<file path="config.mk">
export PLATFORM = sky130hd
export DESIGN_NAME = bcm_ctrl
export DESIGN_NICKNAME = d
export VERILOG_FILES = /design/src/logic/bcm_pkg.sv /design/src/logic/bcm_ctrl.sv
export VERILOG_INCLUDE_DIRS = /design/src /design/src/logic
export SDC_FILE = /design/constraint.sdc
export NUM_CORES = 1
export LEC_CHECK = 0
export ABC_AREA = 0
export ABC_CLOCK_PERIOD_IN_PS = 13480
export BUFFER_PORTS_ARGS = -buffer_cell sky130_fd_sc_hd__buf_2
export CAP_MARGIN = 10
export CORE_MARGIN = 5
export CORE_UTILIZATION = 57
export CTS_BUF_LIST = sky130_fd_sc_hd__clkbuf_4 sky130_fd_sc_hd__clkbuf_8 sky130_fd_sc_hd__clkbuf_16
export DETAILED_ROUTE_END_ITERATION = 12
export PLACE_DENSITY_LB_ADDON = 0.3
export REMOVE_ABC_BUFFERS = 1
export SLEW_MARGIN = 20
export SYNTH_ARGS = -nofsm -noshare
export SYNTH_HDL_FRONTEND = slang
export SYNTH_SLANG_ARGS = --single-unit
</file>
<file path="constraint.sdc">
create_clock -name clk_i -period 13.48 [get_ports clk_i]
set_clock_uncertainty 0.05 [all_clocks]
set_input_delay 1.348 -clock clk_i [delete_from_list [all_inputs] [get_ports clk_i]]
set_output_delay 1.348 -clock clk_i [all_outputs]
set_load 0.02 [all_outputs]
</file>
<file path="src/logic/bcm_consts.svh">
// Timing counts, limits and reset values for the buck control block
`ifndef BCM_CONSTS_SVH
`define BCM_CONSTS_SVH

`define BCM_CLK_PERIOD_NS   25
`define BCM_MEAS_TIME_NS    50000
// Longest time: round down to whole cycles, 2000 here
`define BCM_MEAS_CYC        ((`BCM_MEAS_TIME_NS) / (`BCM_CLK_PERIOD_NS))
`define BCM_OTP_LOAD_CYC    16
`define BCM_DET_WIN_CYC     320
`define BCM_DET_WIN_US      8
`define BCM_LOAD_LSB_MA     20
`define BCM_RESULT_MAX      9'h1ff
`define BCM_NOM_MIN         5'h01
`define BCM_NOM_MAX         5'h18
`define BCM_TOL_LO_PCT      70
`define BCM_TOL_HI_PCT      110
`define BCM_FPWM_RST        1'b0

`endif

</file>
<file path="src/logic/bcm_pkg.sv">
// Types shared by the buck control block
`default_nettype none
package bcm_pkg;

    // Gray coded along power-up: por, otp load, standby, active
    typedef enum logic [1:0] {
        BCM_ST_POR     = 2'b00,
        BCM_ST_OTP     = 2'b01,
        BCM_ST_STANDBY = 2'b11,
        BCM_ST_ACTIVE  = 2'b10
    } bcm_state_t;

endpackage : bcm_pkg
`default_nettype wire

</file>
<file path="src/logic/bcm_ctrl.sv">
// Load current meter, sync clock control and power-up for the buck pair
//
// Operation
// - One select bit picks which buck core gets its load measured.
// - Each write of the selection launches a fresh measurement.
// - Measured core forced to fixed-frequency mode while measuring.
// - A measurement ends within fifty microseconds of its write.
// - Finished measurement sets done flag; a mask bit suppresses its interrupt.
// - Nine-bit result: low eight bits and top bit on separate outputs.
// - Each result count stands for twenty milliamperes.
// - Spread spectrum on both cores only with PLL off and enable set.
// - PLL off: detector idle, no clock interrupt, internal clock used.
// - PLL on, clock pin not a general output: detector runs, interrupt when external clock comes or goes.
// - PLL on: switch to external clock while valid, else internal.
// - A mask bit suppresses the sync clock interrupt.
// - Five-bit nominal frequency field, 1 to 24 MHz in 1 MHz steps.
// - Valid only within minus thirty, plus ten percent of nominal.
// - PLL on: missing clock raises interrupt entering standby from OTP load, or entering active.
// - Supply good: reset, load defaults, enable serial port, standby.
// - Forced-PWM defaults load from one-time bits; software overrides.
// - Forced PWM keeps fixed frequency; otherwise automatic PWM/PFM.
// - Clock input pin may act as a second general output.
// - Each general output selectable open-drain or push-pull.
`include "bcm_consts.svh"
`default_nettype none

module bcm_ctrl (
    input  wire logic                clk_i,
    input  wire logic                reset_n_i,
    // Supply and sequencing
    input  wire logic                supply_ok_i,
    input  wire logic                buck_enable_i,
    input  wire logic                otp_fpwm_a_i,
    input  wire logic                otp_fpwm_b_i,
    output logic                     serial_if_en_o,
    output bcm_pkg::bcm_state_t      power_state_o,
    // Forced PWM control
    input  wire logic                fpwm_wr_i,
    input  wire logic                fpwm_a_i,
    input  wire logic                fpwm_b_i,
    output logic                     fpwm_core_a_o,
    output logic                     fpwm_core_b_o,
    // Load current measurement
    input  wire logic                meas_sel_wr_i,
    input  wire logic                meas_sel_i,
    input  wire logic [13:0]         load_current_ma_i,
    output logic                     meas_busy_o,
    output logic [7:0]               load_result_low_o,
    output logic                     load_result_msb_o,
    // Clock synchronisation
    input  wire logic                pll_enable_i,
    input  wire logic                freq_spread_enable_i,
    input  wire logic [4:0]          ext_clock_nominal_freq_i,
    input  wire logic                ext_clock_input_pin_i,
    output logic                     ext_clock_valid_o,
    output logic                     ext_clock_select_o,
    output logic                     spread_active_o,
    // Interrupt flags and masks
    input  wire logic                meas_done_clear_i,
    input  wire logic                sync_clk_clear_i,
    input  wire logic                meas_done_irq_mask_i,
    input  wire logic                sync_clk_irq_mask_i,
    output logic                     meas_done_flag_o,
    output logic                     sync_clk_flag_o,
    output logic                     irq_o,
    // General outputs
    input  wire logic                gpo1_value_i,
    input  wire logic                gpo1_open_drain_i,
    input  wire logic                general_output_two_mode_i,
    input  wire logic                general_output_two_value_i,
    input  wire logic                general_output_two_open_drain_i,
    output logic                     general_output_one_o,
    output logic                     general_output_one_oe_o,
    output logic                     general_output_two_o,
    output logic                     general_output_two_oe_o
);
    import bcm_pkg::*;

    localparam int MEAS_CYC = `BCM_MEAS_CYC;
    localparam int WIN_CYC  = `BCM_DET_WIN_CYC;

    // -------------------------------------------------------------------
    // Helper functions
    // -------------------------------------------------------------------
    // Milliamperes to 20 mA counts, saturating at the top code
    function automatic logic [8:0] ma_to_code(input logic [13:0] ma);
        logic [13:0] q;
        q = ma / 14'(`BCM_LOAD_LSB_MA);
        return (q > 14'(`BCM_RESULT_MAX)) ? `BCM_RESULT_MAX : q[8:0];
    endfunction : ma_to_code

    // Edge-count limit for a nominal frequency and a tolerance percent
    function automatic logic [8:0] edge_limit(input logic [4:0] nom,
                                              input int pct,
                                              input logic round_up);
        int n;
        n = int'(nom) * `BCM_DET_WIN_US * pct;
        return 9'((n + (round_up ? 99 : 0)) / 100);
    endfunction : edge_limit

    // Open-drain drives low only; push-pull drives both levels
    function automatic logic [1:0] pin_drive(input logic val,
                                             input logic od,
                                             input logic en);
        return {en & (od ? ~val : 1'b1), od ? 1'b0 : val};
    endfunction : pin_drive

    // -------------------------------------------------------------------
    // Pin synchronisers
    // -------------------------------------------------------------------
    logic       supply_meta_reg;
    logic       supply_sync_reg;
    logic       clk_meta_reg;
    logic       clk_sync_reg;
    logic       clk_prev_reg;

    // Both pins come from outside this clock domain
    always_ff @(posedge clk_i) begin
        if (!reset_n_i) begin
            supply_meta_reg <= 1'b0;
            supply_sync_reg <= 1'b0;
            clk_meta_reg    <= 1'b0;
            clk_sync_reg    <= 1'b0;
            clk_prev_reg    <= 1'b0;
        end else begin
            supply_meta_reg <= supply_ok_i;
            supply_sync_reg <= supply_meta_reg;
            clk_meta_reg    <= ext_clock_input_pin_i;
            clk_sync_reg    <= clk_meta_reg;
            clk_prev_reg    <= clk_sync_reg;
        end
    end

    // -------------------------------------------------------------------
    // Power-up sequencer
    // -------------------------------------------------------------------
    bcm_state_t state_reg;
    bcm_state_t state_next;
    logic [4:0] otp_cnt_reg;
    wire        otp_done      = (otp_cnt_reg == 5'(`BCM_OTP_LOAD_CYC - 1));
    wire        enter_standby = (state_reg == BCM_ST_OTP) && otp_done;
    wire        enter_active  = (state_reg == BCM_ST_STANDBY) && buck_enable_i;

    // Supply loss from any state drops back to reset
    always_comb begin
        state_next = state_reg;
        unique case (state_reg)
            BCM_ST_POR:     if (supply_sync_reg) state_next = BCM_ST_OTP;
            BCM_ST_OTP:     if (otp_done) state_next = BCM_ST_STANDBY;
            BCM_ST_STANDBY: if (buck_enable_i) state_next = BCM_ST_ACTIVE;
            BCM_ST_ACTIVE:  if (!buck_enable_i) state_next = BCM_ST_STANDBY;
        endcase
        if (!supply_sync_reg) state_next = BCM_ST_POR;
    end

    always_ff @(posedge clk_i) begin
        if (!reset_n_i) begin
            state_reg   <= BCM_ST_POR;
            otp_cnt_reg <= 5'h00;
        end else begin
            state_reg   <= state_next;
            otp_cnt_reg <= (state_reg == BCM_ST_OTP) ? otp_cnt_reg + 5'h01
                                                     : 5'h00;
        end
    end

    // -------------------------------------------------------------------
    // Forced PWM defaults and software override
    // -------------------------------------------------------------------
    logic fpwm_a_reg;
    logic fpwm_b_reg;

    // Defaults are caught when the one-time bits are read, after reset
    always_ff @(posedge clk_i) begin
        if (!reset_n_i) begin
            fpwm_a_reg <= `BCM_FPWM_RST;
            fpwm_b_reg <= `BCM_FPWM_RST;
        end else if (enter_standby) begin
            fpwm_a_reg <= otp_fpwm_a_i;
            fpwm_b_reg <= otp_fpwm_b_i;
        end else if (fpwm_wr_i && state_reg[1]) begin
            fpwm_a_reg <= fpwm_a_i;
            fpwm_b_reg <= fpwm_b_i;
        end
    end

    // -------------------------------------------------------------------
    // Load current measurement
    // -------------------------------------------------------------------
    logic        busy_reg;
    logic        sel_reg;
    logic [10:0] meas_cnt_reg;
    logic [8:0]  result_reg;
    wire         meas_end = busy_reg && !meas_sel_wr_i
                            && (meas_cnt_reg == 11'(MEAS_CYC - 1));

    // A write during a run restarts it on the new core
    always_ff @(posedge clk_i) begin
        if (!reset_n_i) begin
            busy_reg     <= 1'b0;
            sel_reg      <= 1'b0;
            meas_cnt_reg <= 11'h000;
            result_reg   <= 9'h000;
        end else if (meas_sel_wr_i) begin
            busy_reg     <= 1'b1;
            sel_reg      <= meas_sel_i;
            meas_cnt_reg <= 11'h000;
        end else if (meas_end) begin
            busy_reg     <= 1'b0;
            result_reg   <= ma_to_code(load_current_ma_i);
        end else if (busy_reg) begin
            meas_cnt_reg <= meas_cnt_reg + 11'h001;
        end
    end

    // -------------------------------------------------------------------
    // External clock detector
    // -------------------------------------------------------------------
    logic [8:0] win_cnt_reg;
    logic [8:0] edge_cnt_reg;
    logic       valid_reg;
    wire        det_on    = pll_enable_i && !general_output_two_mode_i;
    wire        clk_rise  = clk_sync_reg && !clk_prev_reg;
    wire        win_end   = (win_cnt_reg == 9'(WIN_CYC - 1));
    wire        nom_ok    = (ext_clock_nominal_freq_i >= `BCM_NOM_MIN)
                            && (ext_clock_nominal_freq_i <= `BCM_NOM_MAX);
    wire [8:0]  lim_lo    = edge_limit(ext_clock_nominal_freq_i,
                                       `BCM_TOL_LO_PCT, 1'b1);
    wire [8:0]  lim_hi    = edge_limit(ext_clock_nominal_freq_i,
                                       `BCM_TOL_HI_PCT, 1'b0);
    wire        in_band   = nom_ok && (edge_cnt_reg >= lim_lo)
                            && (edge_cnt_reg <= lim_hi);
    wire        valid_chg = det_on && win_end && (in_band != valid_reg);

    // Window timed by the internal clock; verdict only at window end
    always_ff @(posedge clk_i) begin
        if (!reset_n_i || !det_on) begin
            win_cnt_reg  <= 9'h000;
            edge_cnt_reg <= 9'h000;
            valid_reg    <= 1'b0;
        end else if (win_end) begin
            win_cnt_reg  <= 9'h000;
            edge_cnt_reg <= 9'h000;
            valid_reg    <= in_band;
        end else begin
            win_cnt_reg  <= win_cnt_reg + 9'h001;
            edge_cnt_reg <= edge_cnt_reg + {8'h00, clk_rise};
        end
    end

    // -------------------------------------------------------------------
    // Interrupt flags
    // -------------------------------------------------------------------
    logic meas_flag_reg;
    logic sync_flag_reg;
    wire  missing  = pll_enable_i && !valid_reg
                     && (enter_standby || enter_active);
    wire  sync_set = valid_chg || missing;

    // Set beats clear in the same cycle
    always_ff @(posedge clk_i) begin
        if (!reset_n_i) begin
            meas_flag_reg <= 1'b0;
            sync_flag_reg <= 1'b0;
        end else begin
            meas_flag_reg <= meas_end
                             || (meas_flag_reg && !meas_done_clear_i);
            sync_flag_reg <= sync_set
                             || (sync_flag_reg && !sync_clk_clear_i);
        end
    end

    // -------------------------------------------------------------------
    // Registered outputs
    // -------------------------------------------------------------------
    wire [1:0] gpo1_drv = pin_drive(gpo1_value_i, gpo1_open_drain_i, 1'b1);
    wire [1:0] general_output_two_drv = pin_drive(general_output_two_value_i, general_output_two_open_drain_i,
                                    general_output_two_mode_i);
    wire       irq_next = (meas_flag_reg && !meas_done_irq_mask_i)
                          || (sync_flag_reg && !sync_clk_irq_mask_i);

    // Every output flopped so nothing glitches toward the pins
    always_ff @(posedge clk_i) begin
        if (!reset_n_i) begin
            serial_if_en_o          <= 1'b0;
            power_state_o           <= BCM_ST_POR;
            fpwm_core_a_o           <= 1'b0;
            fpwm_core_b_o           <= 1'b0;
            meas_busy_o             <= 1'b0;
            load_result_low_o       <= 8'h00;
            load_result_msb_o       <= 1'b0;
            ext_clock_valid_o       <= 1'b0;
            ext_clock_select_o      <= 1'b0;
            spread_active_o         <= 1'b0;
            meas_done_flag_o        <= 1'b0;
            sync_clk_flag_o         <= 1'b0;
            irq_o                   <= 1'b0;
            general_output_one_o    <= 1'b0;
            general_output_one_oe_o <= 1'b0;
            general_output_two_o    <= 1'b0;
            general_output_two_oe_o <= 1'b0;
        end else begin
            serial_if_en_o          <= state_reg[1];
            power_state_o           <= state_reg;
            fpwm_core_a_o           <= fpwm_a_reg
                                       || (busy_reg && !sel_reg);
            fpwm_core_b_o           <= fpwm_b_reg
                                       || (busy_reg && sel_reg);
            meas_busy_o             <= busy_reg;
            load_result_low_o       <= result_reg[7:0];
            load_result_msb_o       <= result_reg[8];
            ext_clock_valid_o       <= valid_reg;
            ext_clock_select_o      <= det_on && valid_reg;
            spread_active_o         <= !pll_enable_i
                                       && freq_spread_enable_i;
            meas_done_flag_o        <= meas_flag_reg;
            sync_clk_flag_o         <= sync_flag_reg;
            irq_o                   <= irq_next;
            general_output_one_o    <= gpo1_drv[0];
            general_output_one_oe_o <= gpo1_drv[1];
            general_output_two_o    <= general_output_two_drv[0];
            general_output_two_oe_o <= general_output_two_drv[1];
        end
    end

    // -------------------------------------------------------------------
    // Assertions
    // -------------------------------------------------------------------
    property p_sel_pick;
        @(posedge clk_i) disable iff (!reset_n_i)
        meas_sel_wr_i |=> ##1 (fpwm_core_b_o == (sel_reg | fpwm_b_reg))
                          && (fpwm_core_a_o == (!sel_reg | fpwm_a_reg));
    endproperty
    a_sel_pick: assert property (p_sel_pick)
        else $error("selected core not forced during measurement");

    property p_launch;
        @(posedge clk_i) disable iff (!reset_n_i)
        meas_sel_wr_i |=> busy_reg && (meas_cnt_reg == 11'h000);
    endproperty
    a_launch: assert property (p_launch)
        else $error("write did not start a measurement");

    property p_force;
        @(posedge clk_i) disable iff (!reset_n_i)
        busy_reg && !sel_reg |=> fpwm_core_a_o;
    endproperty
    a_force: assert property (p_force)
        else $error("core a not forced while measured");

    property p_duration;
        @(posedge clk_i) disable iff (!reset_n_i)
        busy_reg |-> meas_cnt_reg < 11'(MEAS_CYC);
    endproperty
    a_duration: assert property (p_duration)
        else $error("measurement ran past its limit");

    property p_done_flag;
        @(posedge clk_i) disable iff (!reset_n_i)
        $fell(busy_reg) && !$past(meas_sel_wr_i) |-> meas_flag_reg
            ##1 meas_done_flag_o;
    endproperty
    a_done_flag: assert property (p_done_flag)
        else $error("done flag missing after measurement");

    property p_result;
        @(posedge clk_i) disable iff (!reset_n_i)
        meas_end |=> ##1 {load_result_msb_o, load_result_low_o}
                         == ma_to_code($past(load_current_ma_i, 2));
    endproperty
    a_result: assert property (p_result)
        else $error("result not in 20 mA counts");

    property p_spread;
        @(posedge clk_i) disable iff (!reset_n_i)
        pll_enable_i |=> !spread_active_o;
    endproperty
    a_spread: assert property (p_spread)
        else $error("spread active with PLL on");

    property p_pll_off;
        @(posedge clk_i) disable iff (!reset_n_i)
        !pll_enable_i [*2] |-> !valid_reg && !sync_set ##1 !ext_clock_select_o;
    endproperty
    a_pll_off: assert property (p_pll_off)
        else $error("detector active with PLL off");

    property p_mask;
        @(posedge clk_i) disable iff (!reset_n_i)
        sync_clk_irq_mask_i && meas_done_irq_mask_i |=> !irq_o;
    endproperty
    a_mask: assert property (p_mask)
        else $error("masked flag raised interrupt");

    property p_sticky;
        @(posedge clk_i) disable iff (!reset_n_i)
        sync_flag_reg && !sync_clk_clear_i |=> sync_flag_reg;
    endproperty
    a_sticky: assert property (p_sticky)
        else $error("sync flag dropped without clear");

endmodule : bcm_ctrl
`default_nettype wire

</file>
==> impl_metrics.json <==
{
  "antenna_cells": 0,
  "io_pins": 67,
  "synth.area.top_cells": "dfxtp_1, ha_1, nor2_1",
  "drive_gt1_share_pct": 17.97,
  "grt_usage_pct": 23.65,
  "async_reset_ff_share_pct": 0,
  "grt_pass1_wl_um": 40840,
  "yosys_warnings": 0,
  "cts_buffers": 9,
  "cp_top_family": "compound AO/OA/AOI/OAI gates",
  "ctsHtreeMaxLevel": 3,
  "hpwl_um": 18480,
  "die_h_um": 140.1,
  "r2r_slack_ps": 10390,
  "slew_violations": 0,
  "ys.flop_type": "dfxtp_1",
  "wirelength_um": 24620,
  "drc": 0,
  "critical_path_class": "input pin to register",
  "slowest_delay_ps": 520,
  "min_from": "supply_meta_reg",
  "reg2reg_depth": 17,
  "critPathMaxFanout": 8,
  "io_buffer_count": 64,
  "gp_congestion": 0.9089,
  "synth_area_per_cell_um2": 7.752,
  "cpMostUsedCell": "ha_1",
  "postSynthCellCount": 1244,
  "status": "finished clean",
  "worst_setup_path_end_kind": "register",
  "syn_to_final_growth_pct": 13.60,
  "vias": 9906,
  "drt_iter0_drc": 707,
  "mostFrequentLayoutCell": "nor2_1",
  "post_drt_wl_per_cell_um": 15.77,
  "fillers": 1441,
  "setup_viol": 0,
  "std_cell_rows": 47,
  "root_buffer": "clkbuf_16",
  "fin_crit_ps": 12890,
  "ant_nets": 0,
  "timing.rr.start": "edge_cnt_reg[1]",
  "arrival_ps": 13120,
  "setup-tns-final_ps": 0,
  "cts.clk_slew.worst_paths_ps": 60,
  "grt_max_degree": 39,
  "hold_path_end": "supply_sync_reg",
  "grt_overflow_total": 0,
  "yosysTopAreaCellShare_pct": 16.82,
  "final_cell_mix": "nor2_1, nand2_1, dfxtp_1",
  "synth_edf_count": 0,
  "die_area_mm2": 0.01962,
  "coreArea_mm2": 0.01658,
  "ys_ff_latch": 81,
  "slowest_stage": "fa_1",
  "cts_tree": "built",
  "slew_headroom_pct": 41.57,
  "hold_depth": 1,
  "synth_cell_types": 126,
  "final-hold-violation-count": 0,
  "grt_pass1_vias": 9055,
  "clk_path_buf_depth": 2,
  "clock_latency_ps": 330,
  "synth_area_leader_cell": "dfxtp_1",
  "worst_slew_pin_slew_ps": 873.5,
  "crit_buf_inv": 10,
  "hold_class": "register to register",
  "startpoint_type": "input pin",
  "fmax_mhz": 77.55,
  "nets": 1460,
  "synth_area_mm2": 0.009643,
  "die_width_um": 140.1,
  "drv_cap": 0,
  "start_util_pct": 58.15,
  "dr.pass1.iters": 5,
  "hold_buffers": 0,
  "vias_per_cell": 6.346,
  "critPathRequiredTime_ps": 13710,
  "cts_sinks": 81,
  "seq_area_frac_synth_pct": 16.82,
  "reg2reg_to": "sync_flag_reg",
  "timing.final.crit_share_pct": 95.65,
  "antenna_found_initial": 0,
  "largest_reg_flops": 11
}
## final cells by class
class | count | area (um2) | area share, %
Clock buffer | 10 | 239.0 | 2.182
Clock inverter | 6 | 113.9 | 1.039
Inverter | 57 | 219.0 | 1.999
Multi-Input combinational cell | 1069 | 7757 | 70.82
Sequential cell | 81 | 1622 | 14.80
Tap cell | 220 | 275.3 | 2.513
Timing Repair Buffer | 118 | 728.2 | 6.648
## timing repair
| action | in CTS | in global routing |
|---|---|---|
| endpoints found under the setup margin | 0 | 2 |
| buffers inserted | 0 | 11 |
| resized for setup | 0 | 30 |
## metal layers
metal	wire [um]	up-vias	track usage, %
li1	-	4902	-
met1	11200	4615	31.20
met2	11560	332	40.49
met3	1282	57	2.897
met4	575	0	7.190
met5	0	-	0
## synthesized netlist by cell type, types with 18 or more instances
cell type  instances
clkbuf_1          26
a21oi_1           65
o211ai_1          19
o21ai_0           64
nor2_1           108
nand2_1          103
a21o_1            21
and2_1            33
xor2_1            22
ha_1              75
xnor2_1           36
nor3_1            36
a31oi_1           20
nand4_1           20
inv_1             51
nand3_1           65
or3_1             18
dfxtp_1           81
## metrics by stage
| stage | worst slack [ps] | std cells | utilization (%) | cell area (um2) | hold WS [ps] |
|---|---|---|---|---|---|
| final | 585.7 | 1561 | 66.06 | 10950 | 382.9 |
| after global routing | -85.02 | 1561 | 66.06 | 10950 | 414.0 |
| after CTS | 199.9 | 1548 | 64.68 | 10730 | 383.8 |
| after detailed placement | -27.67 | 1532 | 62.55 | 10370 | 368.3 |
| after global placement | 160.9 | 1532 | 62.55 | 10370 | 364.8 |
| after floorplan | 676.8 | 1206 | - | 9463 | 361.8 |
## kinds of logic (layout without fill, tap and decap cells)
kind of cell / count (synthesis) / in the layout / share of synthesized area [%]
AND/OR/NAND/NOR: 483 / 483 / 25.82
adder cells (fa/ha/maj): 88 / 88 / 11.81
AO/OA/AOI/OAI: 408 / 409 / 32.10
multiplexers: 24 / 24 / 2.686
buffers and inverters: 95 / 191 / 4.139
flip-flops: 81 / 81 / 16.82
XOR/XNOR: 65 / 65 / 6.630
## how the worst max path moves through the flow
stage / start / to / slack [ps] / cells past startpoint
2_1_floorplan: ext_clock_nominal_freq_i[3] / sync_flag_reg / 680 / 57
6_report: ext_clock_nominal_freq_i[3] / sync_flag_reg / 590 / 61
4_1_cts: ext_clock_nominal_freq_i[3] / sync_flag_reg / 200 / 62
5_1_grt: ext_clock_nominal_freq_i[3] / sync_flag_reg / -90 / 62
3_3_place_gp: ext_clock_nominal_freq_i[3] / sync_flag_reg / 160 / 61
3_5_place_dp: ext_clock_nominal_freq_i[3] / sync_flag_reg / -30 / 60
Power is left out: the tool's default activity adds up to more than one toggle a clock period on the data nets, which glitch-free logic cannot reach.
